===== src/verilog/ssc_pkg.sv =====
package ssc_pkg;
    // printed offsets are register indices; byte address is four times the index
    localparam logic [11:0] IDX_CTRL_PRIMARY = 12'h028;
    localparam logic [11:0] IDX_CTRL_BUFFER = 12'h029;
    localparam logic [11:0] IDX_STATUS = 12'h029;
    localparam logic [11:0] IDX_BUF_BASE = 12'hf90;
    localparam logic [15:0] ADDR_CTRL_PRIMARY = {2'b00, IDX_CTRL_PRIMARY, 2'b00};
    localparam logic [15:0] ADDR_CTRL_BUFFER = {2'b00, IDX_CTRL_BUFFER, 2'b00};
    localparam logic [15:0] ADDR_STATUS = {2'b00, IDX_STATUS, 2'b00};
    localparam logic [15:0] ADDR_BUF_BASE = {2'b00, IDX_BUF_BASE, 2'b00};
    localparam int unsigned BUF_WORDS = 8;

    localparam int unsigned STAT_ACTIVE_BIT = 7;
    localparam int unsigned STAT_SHIFT_BIT = 6;

    localparam logic [2:0] MODE_TX8 = 3'h0;
    localparam logic [2:0] MODE_TX4 = 3'h2;
    localparam logic [2:0] MODE_TXRX8 = 3'h4;
    localparam logic [2:0] MODE_RX8 = 3'h5;
    localparam logic [2:0] MODE_RX4 = 3'h6;

    localparam logic [2:0] CLK_SEL_SLOW = 3'h0;
    localparam logic [2:0] CLK_SEL_RSVD = 3'h6;
    localparam logic [2:0] CLK_SEL_EXT = 3'h7;
    localparam logic [3:0] LF_EXP = 4'd5;
    localparam logic [3:0] HF_EXP_SLOW = 4'd13;
    localparam logic [3:0] HF_EXP_FAST = 4'd9;

    localparam logic [7:0] PRIMARY_RST = 8'h00;
    localparam logic [4:0] BUFCTL_RST = 5'h00;
    localparam logic [7:0] SO_IDLE = 8'h01;

    // bit layout matches the primary control register
    typedef struct packed {
        logic run;
        logic abort;
        logic [2:0] mode;
        logic [2:0] clk_sel;
    } ssc_ctrl_t;

    typedef struct packed {
        logic [1:0] gap;
        logic [2:0] wcnt;
    } ssc_bufctl_t;

    typedef struct packed {
        logic use_lf;
        logic [3:0] exp;
    } ssc_clk_t;

    typedef enum logic [1:0] {ST_IDLE, ST_SHIFT, ST_GAP} ssc_state_t;
endpackage : ssc_pkg


===== src/verilog/ssc_tick_gen.sv =====
// half-period tick source for the internal shift clock
module ssc_tick_gen import ssc_pkg::*; #(
    parameter int unsigned CNT_W = 14
) (
    // clock and reset
    input wire logic clk,
    input wire logic nrst,
    input wire logic ce,
    // control
    input wire logic run,
    input wire ssc_clk_t sel,
    input wire logic lf_tick,
    // tick out
    output logic tick
);
    logic [CNT_W-1:0] cnt_r, cnt_nxt, half_last;
    logic evt;

    always_comb begin
        evt = sel.use_lf ? lf_tick : 1'b1;
        // divisor 2^exp means a half period of 2^(exp-1) source events
        half_last = CNT_W'((CNT_W+1)'(1) << (sel.exp - 4'd1)) - CNT_W'(1);
        tick = run && evt && (cnt_r == half_last);
        cnt_nxt = cnt_r;
        if (!run || tick) begin
            cnt_nxt = '0;
        end else if (evt) begin
            cnt_nxt = cnt_r + CNT_W'(1);
        end
    end

    always_ff @(posedge clk or negedge nrst) begin
        if (!nrst) begin
            cnt_r <= '0;
        end else if (ce) begin
            cnt_r <= cnt_nxt;
        end
    end
endmodule // ssc_tick_gen


===== src/verilog/ssc_serial_port.sv =====
//Contract
// run bit clear stops transfer; set starts it.
// abort bit aborts transfer and clears itself; zero means continue.
// mode codes: 000 tx8, 010 tx4, 100 txrx8, 101 rx8, 110 rx4.
// clock codes 000-101 internal dividers, 110 reserved, 111 external pin.
// in sleep only clock codes 000 and 111 are usable.
// software changes mode or clock with run 0 and abort 1.
// both control registers are write-only; no read-modify-write.
// primary control register resets to all zeros.
// buffer control low five bits reset to zero.
// frame gap codes give frame time 1, 2, 4, 8 word times.
// software programs frame gap 00 outside tx/rx 8-bit mode.
// word count codes 000-111 select 1 to 8 buffer words.
// 4-bit transfers use low nibble; received upper nibble is zero.
// transmit and receive walk the buffer upward from its base.
// word count setting is kept after a burst completes.
// software writes buffer control only while port is stopped.
// status bit 7 shows transfer in progress.
// status bit 6 shows shift in progress.
// run cleared ends at word end; abort ends at once.
// transmit bit changes on falling clock, receive samples on rising.
// words shift least significant bit first.
// done pulse after the selected number of words.
// read at index 29h gives status; write sets buffer control.
// reserved mode or clock codes act as a stopped port.
module ssc_serial_port import ssc_pkg::*; #(
    parameter int unsigned DIV_W = 14
) (
    // clock, reset, enable
    input wire logic CLK,
    input wire logic NRST,
    input wire logic CE,
    // apb slave
    input wire logic [15:0] PADDR,
    input wire logic PSEL,
    input wire logic PENABLE,
    input wire logic PWRITE,
    input wire logic [31:0] PWDATA,
    output logic [31:0] PRDATA,
    output logic PREADY,
    output logic PSLVERR,
    // system clocking state
    input wire logic PRESCALER_TAP_SEL,
    input wire logic PRESCALER_BASE_SEL,
    input wire logic SLEEP_MODE,
    input wire logic LF_TICK,
    // serial pins
    input wire logic SERIAL_CLOCK_PIN_I,
    output logic SERIAL_CLOCK_PIN_O,
    output logic SERIAL_CLOCK_PIN_OE,
    output logic SERIAL_OUT_PIN,
    input wire logic SERIAL_IN_PIN,
    // completion
    output logic SERIAL_DONE_IRQ
);
    ssc_ctrl_t ctrl_r, ctrl_nxt;
    ssc_bufctl_t bctl_r, bctl_nxt;
    ssc_state_t state_r, state_nxt;
    ssc_clk_t clk_cfg;
    logic [7:0] data_buffer_ram [BUF_WORDS];
    logic [7:0] shreg_r, shreg_nxt, shifted, rx_word, so_r, so_nxt;
    logic [3:0] bitcnt_r, bitcnt_nxt, last_bit;
    logic [2:0] widx_r, widx_nxt, nidx, gap_mul;
    logic [6:0] gapcnt_r, gapcnt_nxt, gap_len;
    logic sck_r, sck_nxt, oe_r, oe_nxt, irq_r, irq_nxt, pin_q;
    logic pready_r, pready_nxt, pslverr_r, pslverr_nxt;
    logic [31:0] prdata_r, prdata_nxt;
    logic acc, wr_fire, a_prim, a_bctl, a_buf, wr_prim, wr_bctl;
    logic tx_mode, rx_mode, four, mode_ok, clk_ok, cfg_ok, ext;
    logic tick, fall_evt, rise_evt, word_done, start;
    logic buf_we;
    logic [2:0] buf_wa;
    logic [7:0] buf_wd;

    // mode and clock decode
    always_comb begin
        ext = (ctrl_r.clk_sel == CLK_SEL_EXT);
        four = (ctrl_r.mode == MODE_TX4) || (ctrl_r.mode == MODE_RX4);
        tx_mode = (ctrl_r.mode == MODE_TX8) || (ctrl_r.mode == MODE_TX4)
            || (ctrl_r.mode == MODE_TXRX8);
        rx_mode = (ctrl_r.mode == MODE_TXRX8) || (ctrl_r.mode == MODE_RX8)
            || (ctrl_r.mode == MODE_RX4);
        mode_ok = tx_mode || rx_mode;
        clk_ok = (ctrl_r.clk_sel != CLK_SEL_RSVD) && (!SLEEP_MODE || ext
            || (ctrl_r.clk_sel == CLK_SEL_SLOW));
        cfg_ok = mode_ok && clk_ok;
        clk_cfg.use_lf = (ctrl_r.clk_sel == CLK_SEL_SLOW) && (PRESCALER_TAP_SEL || SLEEP_MODE);
        clk_cfg.exp = clk_cfg.use_lf ? LF_EXP
            : (ctrl_r.clk_sel == CLK_SEL_SLOW) ? HF_EXP_SLOW
            : HF_EXP_FAST - 4'(ctrl_r.clk_sel);
        if (PRESCALER_BASE_SEL && !clk_cfg.use_lf) begin
            clk_cfg.exp = clk_cfg.exp + 4'd1;
        end
        last_bit = four ? 4'd3 : 4'd7;
        gap_mul = 3'((4'd1 << bctl_r.gap) - 4'd1);
        gap_len = {4'b0, gap_mul} * (four ? 7'd8 : 7'd16);
    end

    ssc_tick_gen #(
        .CNT_W(DIV_W)
    ) u_tick (
        .clk(CLK),
        .nrst(NRST),
        .ce(CE),
        .run((state_r != ST_IDLE) && !ext),
        .sel(clk_cfg),
        .lf_tick(LF_TICK),
        .tick(tick)
    );

    // bus decode; one wait state, effect at the edge that sees PREADY high
    always_comb begin
        acc = PSEL && PENABLE && !pready_r;
        wr_fire = PSEL && PENABLE && PWRITE && pready_r;
        a_prim = (PADDR == ADDR_CTRL_PRIMARY);
        a_bctl = (PADDR == ADDR_CTRL_BUFFER);
        a_buf = (PADDR[15:5] == ADDR_BUF_BASE[15:5]) && (PADDR[1:0] == 2'b00);
        wr_prim = wr_fire && a_prim;
        wr_bctl = wr_fire && a_bctl;
        pready_nxt = acc;
        pslverr_nxt = acc && !(a_prim || a_bctl || a_buf);
        prdata_nxt = prdata_r;
        if (acc) begin
            prdata_nxt = '0;
            if (!PWRITE && a_bctl) begin
                prdata_nxt[STAT_ACTIVE_BIT] = (state_r != ST_IDLE);
                prdata_nxt[STAT_SHIFT_BIT] = (state_r == ST_SHIFT);
            end else if (!PWRITE && a_buf) begin
                prdata_nxt[7:0] = data_buffer_ram[PADDR[4:2]];
            end
        end
    end

    // shift engine
    always_comb begin
        fall_evt = ext ? (pin_q && !SERIAL_CLOCK_PIN_I) : (tick && sck_r);
        rise_evt = ext ? (!pin_q && SERIAL_CLOCK_PIN_I) : (tick && !sck_r);
        shifted = {SERIAL_IN_PIN, shreg_r[7:1]};
        rx_word = four ? {4'h0, shifted[7:4]} : shifted;
        nidx = (widx_r == bctl_r.wcnt) ? 3'd0 : widx_r + 3'd1;
        word_done = (state_r == ST_SHIFT) && rise_evt && (bitcnt_r == last_bit);
        start = (state_r == ST_IDLE) && ctrl_r.run && !ctrl_r.abort && cfg_ok;
        ctrl_nxt = ctrl_r;
        bctl_nxt = bctl_r;
        state_nxt = state_r;
        shreg_nxt = shreg_r;
        bitcnt_nxt = bitcnt_r;
        widx_nxt = widx_r;
        gapcnt_nxt = gapcnt_r;
        sck_nxt = sck_r;
        so_nxt = so_r;
        irq_nxt = 1'b0;
        oe_nxt = !ext;
        buf_we = 1'b0;
        buf_wa = widx_r;
        buf_wd = rx_word;
        if (ctrl_r.abort) begin
            ctrl_nxt.abort = 1'b0;
        end
        if (wr_prim) begin
            ctrl_nxt = ssc_ctrl_t'(PWDATA[7:0]);
        end
        if (wr_bctl) begin
            bctl_nxt = ssc_bufctl_t'(PWDATA[4:0]);
        end
        if (wr_fire && a_buf) begin
            buf_we = 1'b1;
            buf_wa = PADDR[4:2];
            buf_wd = PWDATA[7:0];
        end
        case (state_r)
            ST_IDLE: begin
                sck_nxt = 1'b1;
                if (start) begin
                    state_nxt = ST_SHIFT;
                    widx_nxt = '0;
                    bitcnt_nxt = '0;
                    shreg_nxt = data_buffer_ram[0];
                end
            end
            ST_SHIFT: begin
                if (!ext && tick) begin
                    sck_nxt = !sck_r;
                end
                if (fall_evt && tx_mode) begin
                    so_nxt = {7'b0, shreg_r[0]};
                end
                if (rise_evt) begin
                    shreg_nxt = shifted;
                    bitcnt_nxt = bitcnt_r + 4'd1;
                end
                if (word_done) begin
                    if (rx_mode) begin
                        buf_we = 1'b1;
                        buf_wa = widx_r;
                        buf_wd = rx_word;
                    end
                    irq_nxt = (widx_r == bctl_r.wcnt);
                    widx_nxt = nidx;
                    bitcnt_nxt = '0;
                    shreg_nxt = (rx_mode && nidx == widx_r) ? rx_word : data_buffer_ram[nidx];
                    if (!ctrl_r.run) begin
                        state_nxt = ST_IDLE;
                    end else if (gap_len != 7'd0 && !ext) begin
                        state_nxt = ST_GAP;
                        gapcnt_nxt = gap_len - 7'd1;
                    end
                end
            end
            ST_GAP: begin
                sck_nxt = 1'b1;
                shreg_nxt = data_buffer_ram[widx_r];
                if (!ctrl_r.run) begin
                    state_nxt = ST_IDLE;
                end else if (tick) begin
                    if (gapcnt_r == 7'd0) begin
                        state_nxt = ST_SHIFT;
                    end else begin
                        gapcnt_nxt = gapcnt_r - 7'd1;
                    end
                end
            end
            default: begin
                state_nxt = ST_IDLE;
            end
        endcase
        if (state_r != ST_IDLE && (ctrl_r.abort || !cfg_ok)) begin
            state_nxt = ST_IDLE;
            sck_nxt = 1'b1;
        end
    end

    always_ff @(posedge CLK or negedge NRST) begin
        if (!NRST) begin
            ctrl_r <= ssc_ctrl_t'(PRIMARY_RST);
            bctl_r <= ssc_bufctl_t'(BUFCTL_RST);
            state_r <= ST_IDLE;
            shreg_r <= '0;
            bitcnt_r <= '0;
            widx_r <= '0;
            gapcnt_r <= '0;
            sck_r <= 1'b1;
            so_r <= SO_IDLE;
            oe_r <= 1'b1;
            irq_r <= 1'b0;
            pin_q <= 1'b1;
            pready_r <= 1'b0;
            pslverr_r <= 1'b0;
            prdata_r <= '0;
        end else if (CE) begin
            ctrl_r <= ctrl_nxt;
            bctl_r <= bctl_nxt;
            state_r <= state_nxt;
            shreg_r <= shreg_nxt;
            bitcnt_r <= bitcnt_nxt;
            widx_r <= widx_nxt;
            gapcnt_r <= gapcnt_nxt;
            sck_r <= sck_nxt;
            so_r <= so_nxt;
            oe_r <= oe_nxt;
            irq_r <= irq_nxt;
            pin_q <= SERIAL_CLOCK_PIN_I;
            pready_r <= pready_nxt;
            pslverr_r <= pslverr_nxt;
            prdata_r <= prdata_nxt;
        end
    end

    // buffer contents are data, so no reset; engine store wins over bus write
    always_ff @(posedge CLK) begin
        if (CE && buf_we) begin
            data_buffer_ram[buf_wa] <= buf_wd;
        end
    end

    assign PRDATA = prdata_r;
    assign PREADY = pready_r;
    assign PSLVERR = pslverr_r;
    assign SERIAL_CLOCK_PIN_O = sck_r;
    assign SERIAL_CLOCK_PIN_OE = oe_r;
    assign SERIAL_OUT_PIN = so_r[0];
    assign SERIAL_DONE_IRQ = irq_r;
endmodule // ssc_serial_port


===== config.mk =====
export PLATFORM = sky130hd
export DESIGN_NAME = ssc_serial_port
export DESIGN_NICKNAME = d
export VERILOG_FILES = /design/src/verilog/ssc_pkg.sv /design/src/verilog/ssc_tick_gen.sv /design/src/verilog/ssc_serial_port.sv
export SDC_FILE = /design/constraint.sdc
export NUM_CORES = 1
export LEC_CHECK = 0
export BUFFER_PORTS_ARGS = -buffer_cell sky130_fd_sc_hd__buf_2
export CORE_MARGIN = 5
export CORE_UTILIZATION = 40
export DETAILED_ROUTE_END_ITERATION = 8
export HOLD_SLACK_MARGIN = 0.03
export MAX_ROUTING_LAYER = met4
export REMOVE_ABC_BUFFERS = 1
export SLEW_MARGIN = 20
export SYNTH_ARGS = -nofsm -noshare
export SYNTH_HDL_FRONTEND = slang
export SYNTH_SLANG_ARGS = --single-unit
export TNS_END_PERCENT = 10

===== constraint.sdc =====
create_clock -name CLK -period 6 [get_ports CLK]
set_clock_uncertainty 0.15 [all_clocks]
set_input_delay 1.2 -clock CLK [delete_from_list [all_inputs] [get_ports CLK]]
set_output_delay 1.2 -clock CLK [all_outputs]
set_load 0.01 [all_outputs]

[Word-level counts from Yosys, hierarchy flattened]
Memory sizes are Yosys's and may differ from the RTL's.
Cells that the tools add are included.
Storage, ports and cells
  bits of input ports: 60
  logic and storage cells: 208
  memories: 1
  RAM bits: 64
  flip-flop bits (word level): 66
  output and inout bits: 38
Operators by class
  add/subtract/negate cells: 10
  reductions and logical operators: 82
  eq/ne operators: 29
  multiply operators: 1
  mux-type cells: 63
  shift operators: 2
Memory list
  data_buffer_ram: words 8, bits a word 8, rd ports 4, clocked after memory_dff 0, write ports 1, RTL line ssc_serial_port.sv:60  | logic [7:0] data_buffer_ram [BUF_WORDS];
Operators with widths (number)
  8-bit 2-to-1 mux: 10
  7-bit 2-to-1 mux: 7
  1-bit logical AND: 33
  16-bit by 8-bit == test with 1-bit output (second input constant): 2
  14-bit 2-to-1 mux: 2
  3-bit 2-to-1 mux: 8
  4-bit 2-to-1 mux: 6
  8-bit case mux with 3 select lines: 1
  2-bit 2-to-1 mux: 9
  14-bit by 1-bit adder with 14-bit output (second input constant): 1
  14-bit == test: 1
  7-bit case mux with 2 select lines: 1
  1-bit by 4-bit left shift with 14-bit output (first input constant): 1
  14-bit by 2-bit subtractor with 14-bit output (second input constant): 1
  7-bit by 1-bit subtractor with 7-bit output (second input constant): 2
  1-bit logical OR: 13
  1-bit 2-to-1 mux: 13
  3-bit == test (second input constant): 4
  1-bit zero test: 12
  2-bit != test (second input constant): 6
  4-bit AND reduction: 3
  11-bit by 9-bit == test with 1-bit output (second input constant): 1
  4-bit by 1-bit adder with 4-bit output (second input constant): 2
  4-bit != test (second input constant): 2
  other kinds (33): 46

[Logic depth before layout (Yosys ltp)]
  depth after elaboration: 19
  depth in mapped cells: 26
  gate-level depth less buffers: 18

[By module]
From an unflattened synthesis, not the netlist that was laid out.
Second synthesis, totals
  cells, all modules: 881
  area, all modules: 8888.5 µm²
Modules (own cells, without submodules)
  ssc_serial_port: area an instance 7404.6 µm², seq. area each 3228.1 µm², instances 1, cells an instance 698
  ssc_tick_gen: area an instance 1483.9 µm², seq. area each 350.3 µm², instances 1, cells an instance 183

[Worst setup path before layout]
Ideal clock, no wire load.
  kind: in2reg
  start point: input port PRESCALER_TAP_SEL
  end point: memory data_buffer_ram[1][0], enable pin
  path slack: -0.229 ns
  cell stages on the path: 18
  arrival: 5.691 ns
  setup time: 0.388 ns
  path buffers: 3
  required time: 5.462 ns
  cell sequence: or2_2 or3_1 buf_2 and2_1 clkbuf_1 buf_2 nor2_1 nand3_1 ha_1 xor2_1 nand3_1 o21bai_1 or4b_4 a2111oi_4 nand4_2 o21ai_1 nand4_1 a221oi_1
On the way
  cells in the longest elaborated chain, start to end: 19
  elaborated cells on any way between the ends: 25
  those cells by class: 3 x add/sub; 1 x eq/ne; 1 x shift; 10 x mux; 10 x reduce/logical
Ends and longest elaborated chain
  start, declared: RTL line ssc_serial_port.sv:43  | input wire logic PRESCALER_TAP_SEL,
  1-bit logical OR *: RTL line ssc_serial_port.sv:87  | clk_cfg.use_lf = (ctrl_r.clk_sel == CLK_SEL_SLOW) && (PRESCALER_TAP_SEL || SLEEP_MODE);
  1-bit logical AND *: RTL line ssc_serial_port.sv:87
  4-bit 2-to-1 mux or 1-bit zero test (tied branches): RTL line ssc_serial_port.sv:88, ssc_serial_port.sv:91
  4-bit by 1-bit adder with 4-bit output or 1-bit logical AND (tied branches): RTL line ssc_serial_port.sv:92, ssc_serial_port.sv:91
  4-bit 2-to-1 mux: RTL line ssc_serial_port.sv:91  | if (PRESCALER_BASE_SEL && !clk_cfg.use_lf) begin
  4-bit by 1-bit subtractor with 4-bit output: RTL line ssc_tick_gen.sv:22  | half_last = CNT_W'((CNT_W+1)'(1) << (sel.exp - 4'd1)) - CNT_W'(1);
  1-bit by 4-bit left shift with 14-bit output: RTL line ssc_tick_gen.sv:22
  14-bit by 2-bit subtractor with 14-bit output: RTL line ssc_tick_gen.sv:22
  [2 not listed]
  1-bit logical AND *: RTL line ssc_serial_port.sv:137  | rise_evt = ext ? (!pin_q && SERIAL_CLOCK_PIN_I) : (tick && !sck_r);
  1-bit 2-to-1 mux *: RTL line ssc_serial_port.sv:137
  1-bit logical AND * (2 in a row): RTL line ssc_serial_port.sv:141  | word_done = (state_r == ST_SHIFT) && rise_evt && (bitcnt_r == last_bit);
  1-bit 2-to-1 mux: RTL line ssc_serial_port.sv:192  | if (word_done) begin
  1-bit 2-to-1 mux: RTL line ssc_serial_port.sv:171  | case (state_r)
  1-bit logical AND: RTL line ssc_serial_port.sv:271  | if (CE && buf_we) begin
  1-bit 2-to-1 mux: RTL line ssc_serial_port.sv:271
  1-bit 2-to-1 mux (implied by the code): RTL line ssc_serial_port.sv:272  | data_buffer_ram[buf_wa] <= buf_wd;
  end, declared: RTL line ssc_serial_port.sv:60
Mark *: on every way between the ends. The rest lies on a longest branch, timed or not.

[Final worst setup path]
  start point: input port PRESCALER_TAP_SEL
  end point: memory data_buffer_ram[4][3], enable pin
The elaborated chain is that of the path after synthesis.

==> impl_metrics.tcl <==
set metrics [dict create \
    grtUsageMet2_pct 34.6 \
    ant_nets 0 \
    routabilityCongestion 0.929 \
    whs_path_depth 2 \
    cts_hold_buf 0 \
    ctsResizeCount 0 \
    slew_headroom_pct 43.6 \
    grt_max_degree 57 \
    firstDrtPassIters 5 \
    insertion_delay_ns 0.43 \
    final_nets 1070 \
    rr_worst_depth 17 \
    max_freq_mhz 179 \
    grt_util_all_layers_pct 21.6 \
    hold_viol 0 \
    rows 55 \
    cts_max_path_buffers 2 \
    ys.flop_type "edfxtp_1" \
    synth_top_area_share_pct 21.3 \
    start_kind "primary input" \
    dr.first_iter.drc_count 671 \
    fin_area_um2 10200 \
    die-area_um2 25700 \
    ir_worst_vdd_uv 219 \
    clk_pin_slew_ns 0.07 \
    io_buffer_count 49 \
    post_cts_buffers 0 \
    power_density_nw_per_um2 327 \
    p_leak_uw 0.00410 \
    fin_hold_ws_ns 0.322 \
    fillers 2178 \
    dp_hpwl_mm 18.8 \
    tritoncts "done" \
    avgSynthCellArea_um2 9.61 \
    synthToLayoutAreaGrowth_pct 13.2 \
    ctsHtreeMaxLevel 4 \
    cp_max_fo 7 \
    vias 7740 \
    critPathBufInv 2 \
    pin_count 98 \
    crit_arrival_ns 5.56 \
    worstSetupPathType "in2reg" \
    route.detailed.drc 0 \
    setup_viol 0 \
    rsz0062_at_grt "no" \
    hold_class "reg2reg" \
    critPathCaptureType "flip-flop" \
    final_max_slew_viol_count 0 \
    start_util_pct 40.3 \
    rrSetupSlack_ns 0.53 \
    worst-path-stages 17 \
    min_period_over_period_pct 93.1 \
    critPathSlowestCell "or4b_4" \
    path_delay_family "simple AND/OR/NAND/NOR gates" \
    status "complete, no violations" \
    slowest_delay_ns 0.53 \
    drive_gt1_share_pct 20.8 \
    antenna_found_initial 0 \
    final_cell_mix "nand2_1 (140), edfxtp_1 (64), dfrtp_1 (62), buf_2 (49), o21ai_0 (48)" \
    grt.met3_usage_pct 3.52 \
    r2r_start "ctrl_r[0]$_DFFE_PN0P_" \
    syn_inst 941 \
    wl_per_cell_um 20.8 \
    ys_ff_latch 130 \
    rr_endpoint "data_buffer_ram[4][3]$_DFFE_PP_" \
    async_flop_share_pct 50.8 \
    die_w_um 160 \
    cp.required_ns 5.98 \
    root_buffer "clkbuf_16" \
    crit_chain "buf_2 > or2_2 > or3_1 > and2_1 > nor2_1 > nand3_1 > ha_1 > xor2_1 > nand3_1 > o21bai_1 > or4b_4 > a2111oi_4 > nand4_2 > o21ai_1 > nand4_1 > a221oi_1 > buf_4" \
    worst_path_most_repeated_cell "nand3_1" \
    wirelength_mm 26.9 \
    period_minus_slack_ns 5.59 \
    placed_area_um2 9660 \
    synth_edf_count 64 \
    tightest_slew_ns 0.844 \
    first_global_vias 7517 \
    ys_warn_count 0 \
    ys_types 73 \
    use_met1_pct 27.6 \
    grt-ovfl-total 0 \
    vias_per_cell 5.99 \
    cap_violations 0 \
    n_antenna_cell 0 \
    yosys.area.top_type "edfxtp_1" \
    core-area_um2 22400 \
    die_h_um 160 \
    min-delay-start "PRDATA[4]$_DFFE_PN0P_" \
    synth_area_um2 9040 \
    synth_seq_area_share_pct 39.6 \
    numCtsBuffers 17 \
    grt_first_pass_wirelength_mm 42.4 \
    grt_busiest_layer "met2" \
    final_common_cell "nand2_1" \
    synthTopCellsByArea "edfxtp_1 (21%), dfrtp_1 (17%), mux4_2 (8.5%), nand2_1 (5.8%), mux2i_1 (3.9%)" \
    cts_sinks 130 \
    holdPathEnd "PRDATA[4]$_DFFE_PN0P_" \
]
[cells in the mapped netlist, drive strengths merged (5+ instances only)]
master and n:
a211oi 16, a21o 9, a21oi 32, a221oi 14
a22oi 7, a31oi 16, a32oi 6, and2 10
and3 14, buf 40, clkbuf 42, dfrtp 62
edfxtp 64, ha 15, inv 32, mux2 20
mux2i 35, mux4 34, nand2 140, nand3 44
nand4 12, nor2 43, nor3 28, nor4 5
o211ai 11, o21ai 52, o31ai 13, or2 13
or3 17, or4 11, xnor2 9, xor2 5
[layout make-up]
class / instances / area [um^2] / share of cell area [%]
clock buffer: 17 / 425 / 4.16
clock inverter: 15 / 140 / 1.37
inverter: 34 / 128 / 1.25
multi-input combinational: 718 / 5020 / 49.0
sequential: 130 / 3580 / 35.0
tap: 285 / 357 / 3.48
timing repair buffer: 94 / 591 / 5.77
[registers in the layout, summed over array words and instances, names as in the netlist]
register,count
PRDATA,8
pin_q,1
PSLVERR,1
SERIAL_CLOCK_PIN_OE,1
widx_r,3
shreg_r,8
SERIAL_CLOCK_PIN_O,1
so_r,1
bctl_r,5
data_buffer_ram,64
bitcnt_r,4
PREADY,1
gapcnt_r,7
SERIAL_DONE_IRQ,1
state_r,2
ctrl_r,8
u_tick.cnt_r,14
[worst min-delay path, delay by kind of cell, from the launching register on]
kind               cells  cell delay [ns]
and+or+nand+nor        1             0.04
DFF                    1             0.34
AOI/OAI and AO/OA      1             0.06
[logic make-up (layout without fill, tap and decap cells)]
family	Yosys count	after routing	share of synthesized area, %
mux	89	89	14.9
flops	130	130	39.6
fa+ha+maj	15	15	2.08
simple gates	364	364	19.9
buf+inv	116	160	5.95
other cells	1	24	0.0415
xor+xnor	14	14	1.36
compound gates	212	212	16.1
[worst max-delay path by stage]
stage                                            to  slack (ns)         startpoint
floorplan           data_buffer_ram[1][0]$_DFFE_PP_       -0.13  PRESCALER_TAP_SEL
global placement    data_buffer_ram[4][3]$_DFFE_PP_        0.05  PRESCALER_TAP_SEL
detailed placement  data_buffer_ram[4][3]$_DFFE_PP_        0.06  PRESCALER_TAP_SEL
CTS                 data_buffer_ram[4][2]$_DFFE_PP_        0.50  PRESCALER_TAP_SEL
global route        data_buffer_ram[4][2]$_DFFE_PP_        0.12  PRESCALER_TAP_SEL
finish              data_buffer_ram[4][3]$_DFFE_PP_        0.41  PRESCALER_TAP_SEL
[stage by stage]
step / total power [uW] / std cells / worst slack, ns / setup TNS (ns) / util, %
final: 3340 / 1293 / 0.412 / 0 / 45.6
after global routing: 3510 / 1293 / 0.118 / 0 / 45.6
after CTS: 3340 / 1292 / 0.496 / 0 / 45.6
after detailed placement: 2330 / 1260 / 0.0598 / 0 / 43.0
after global placement: 2310 / 1260 / 0.0478 / 0 / 43.0
after floorplan: 1880 / 882 / -0.126 / -6.22 / -
[power breakdown]
group	internal, uW	total, uW	switching (uW)	leakage [uW]
combinational	449	1210	764	0.00240
sequential	1060	1120	60.8	0.00143
clock	549	1010	458	0.000275
total	2060	3340	1280	0.00410
[layer usage]
layer | up-vias | part of all wire (%) | wire, um
li1 | 3628 | - | -
met1 | 3790 | 43 | 11600
met2 | 264 | 48 | 12900
met3 | 58 | 5.4 | 1460
met4 | 0 | 3.5 | 932
met5 | - | 0 | 0
Note: power is estimated with default switching activity, not from simulation.
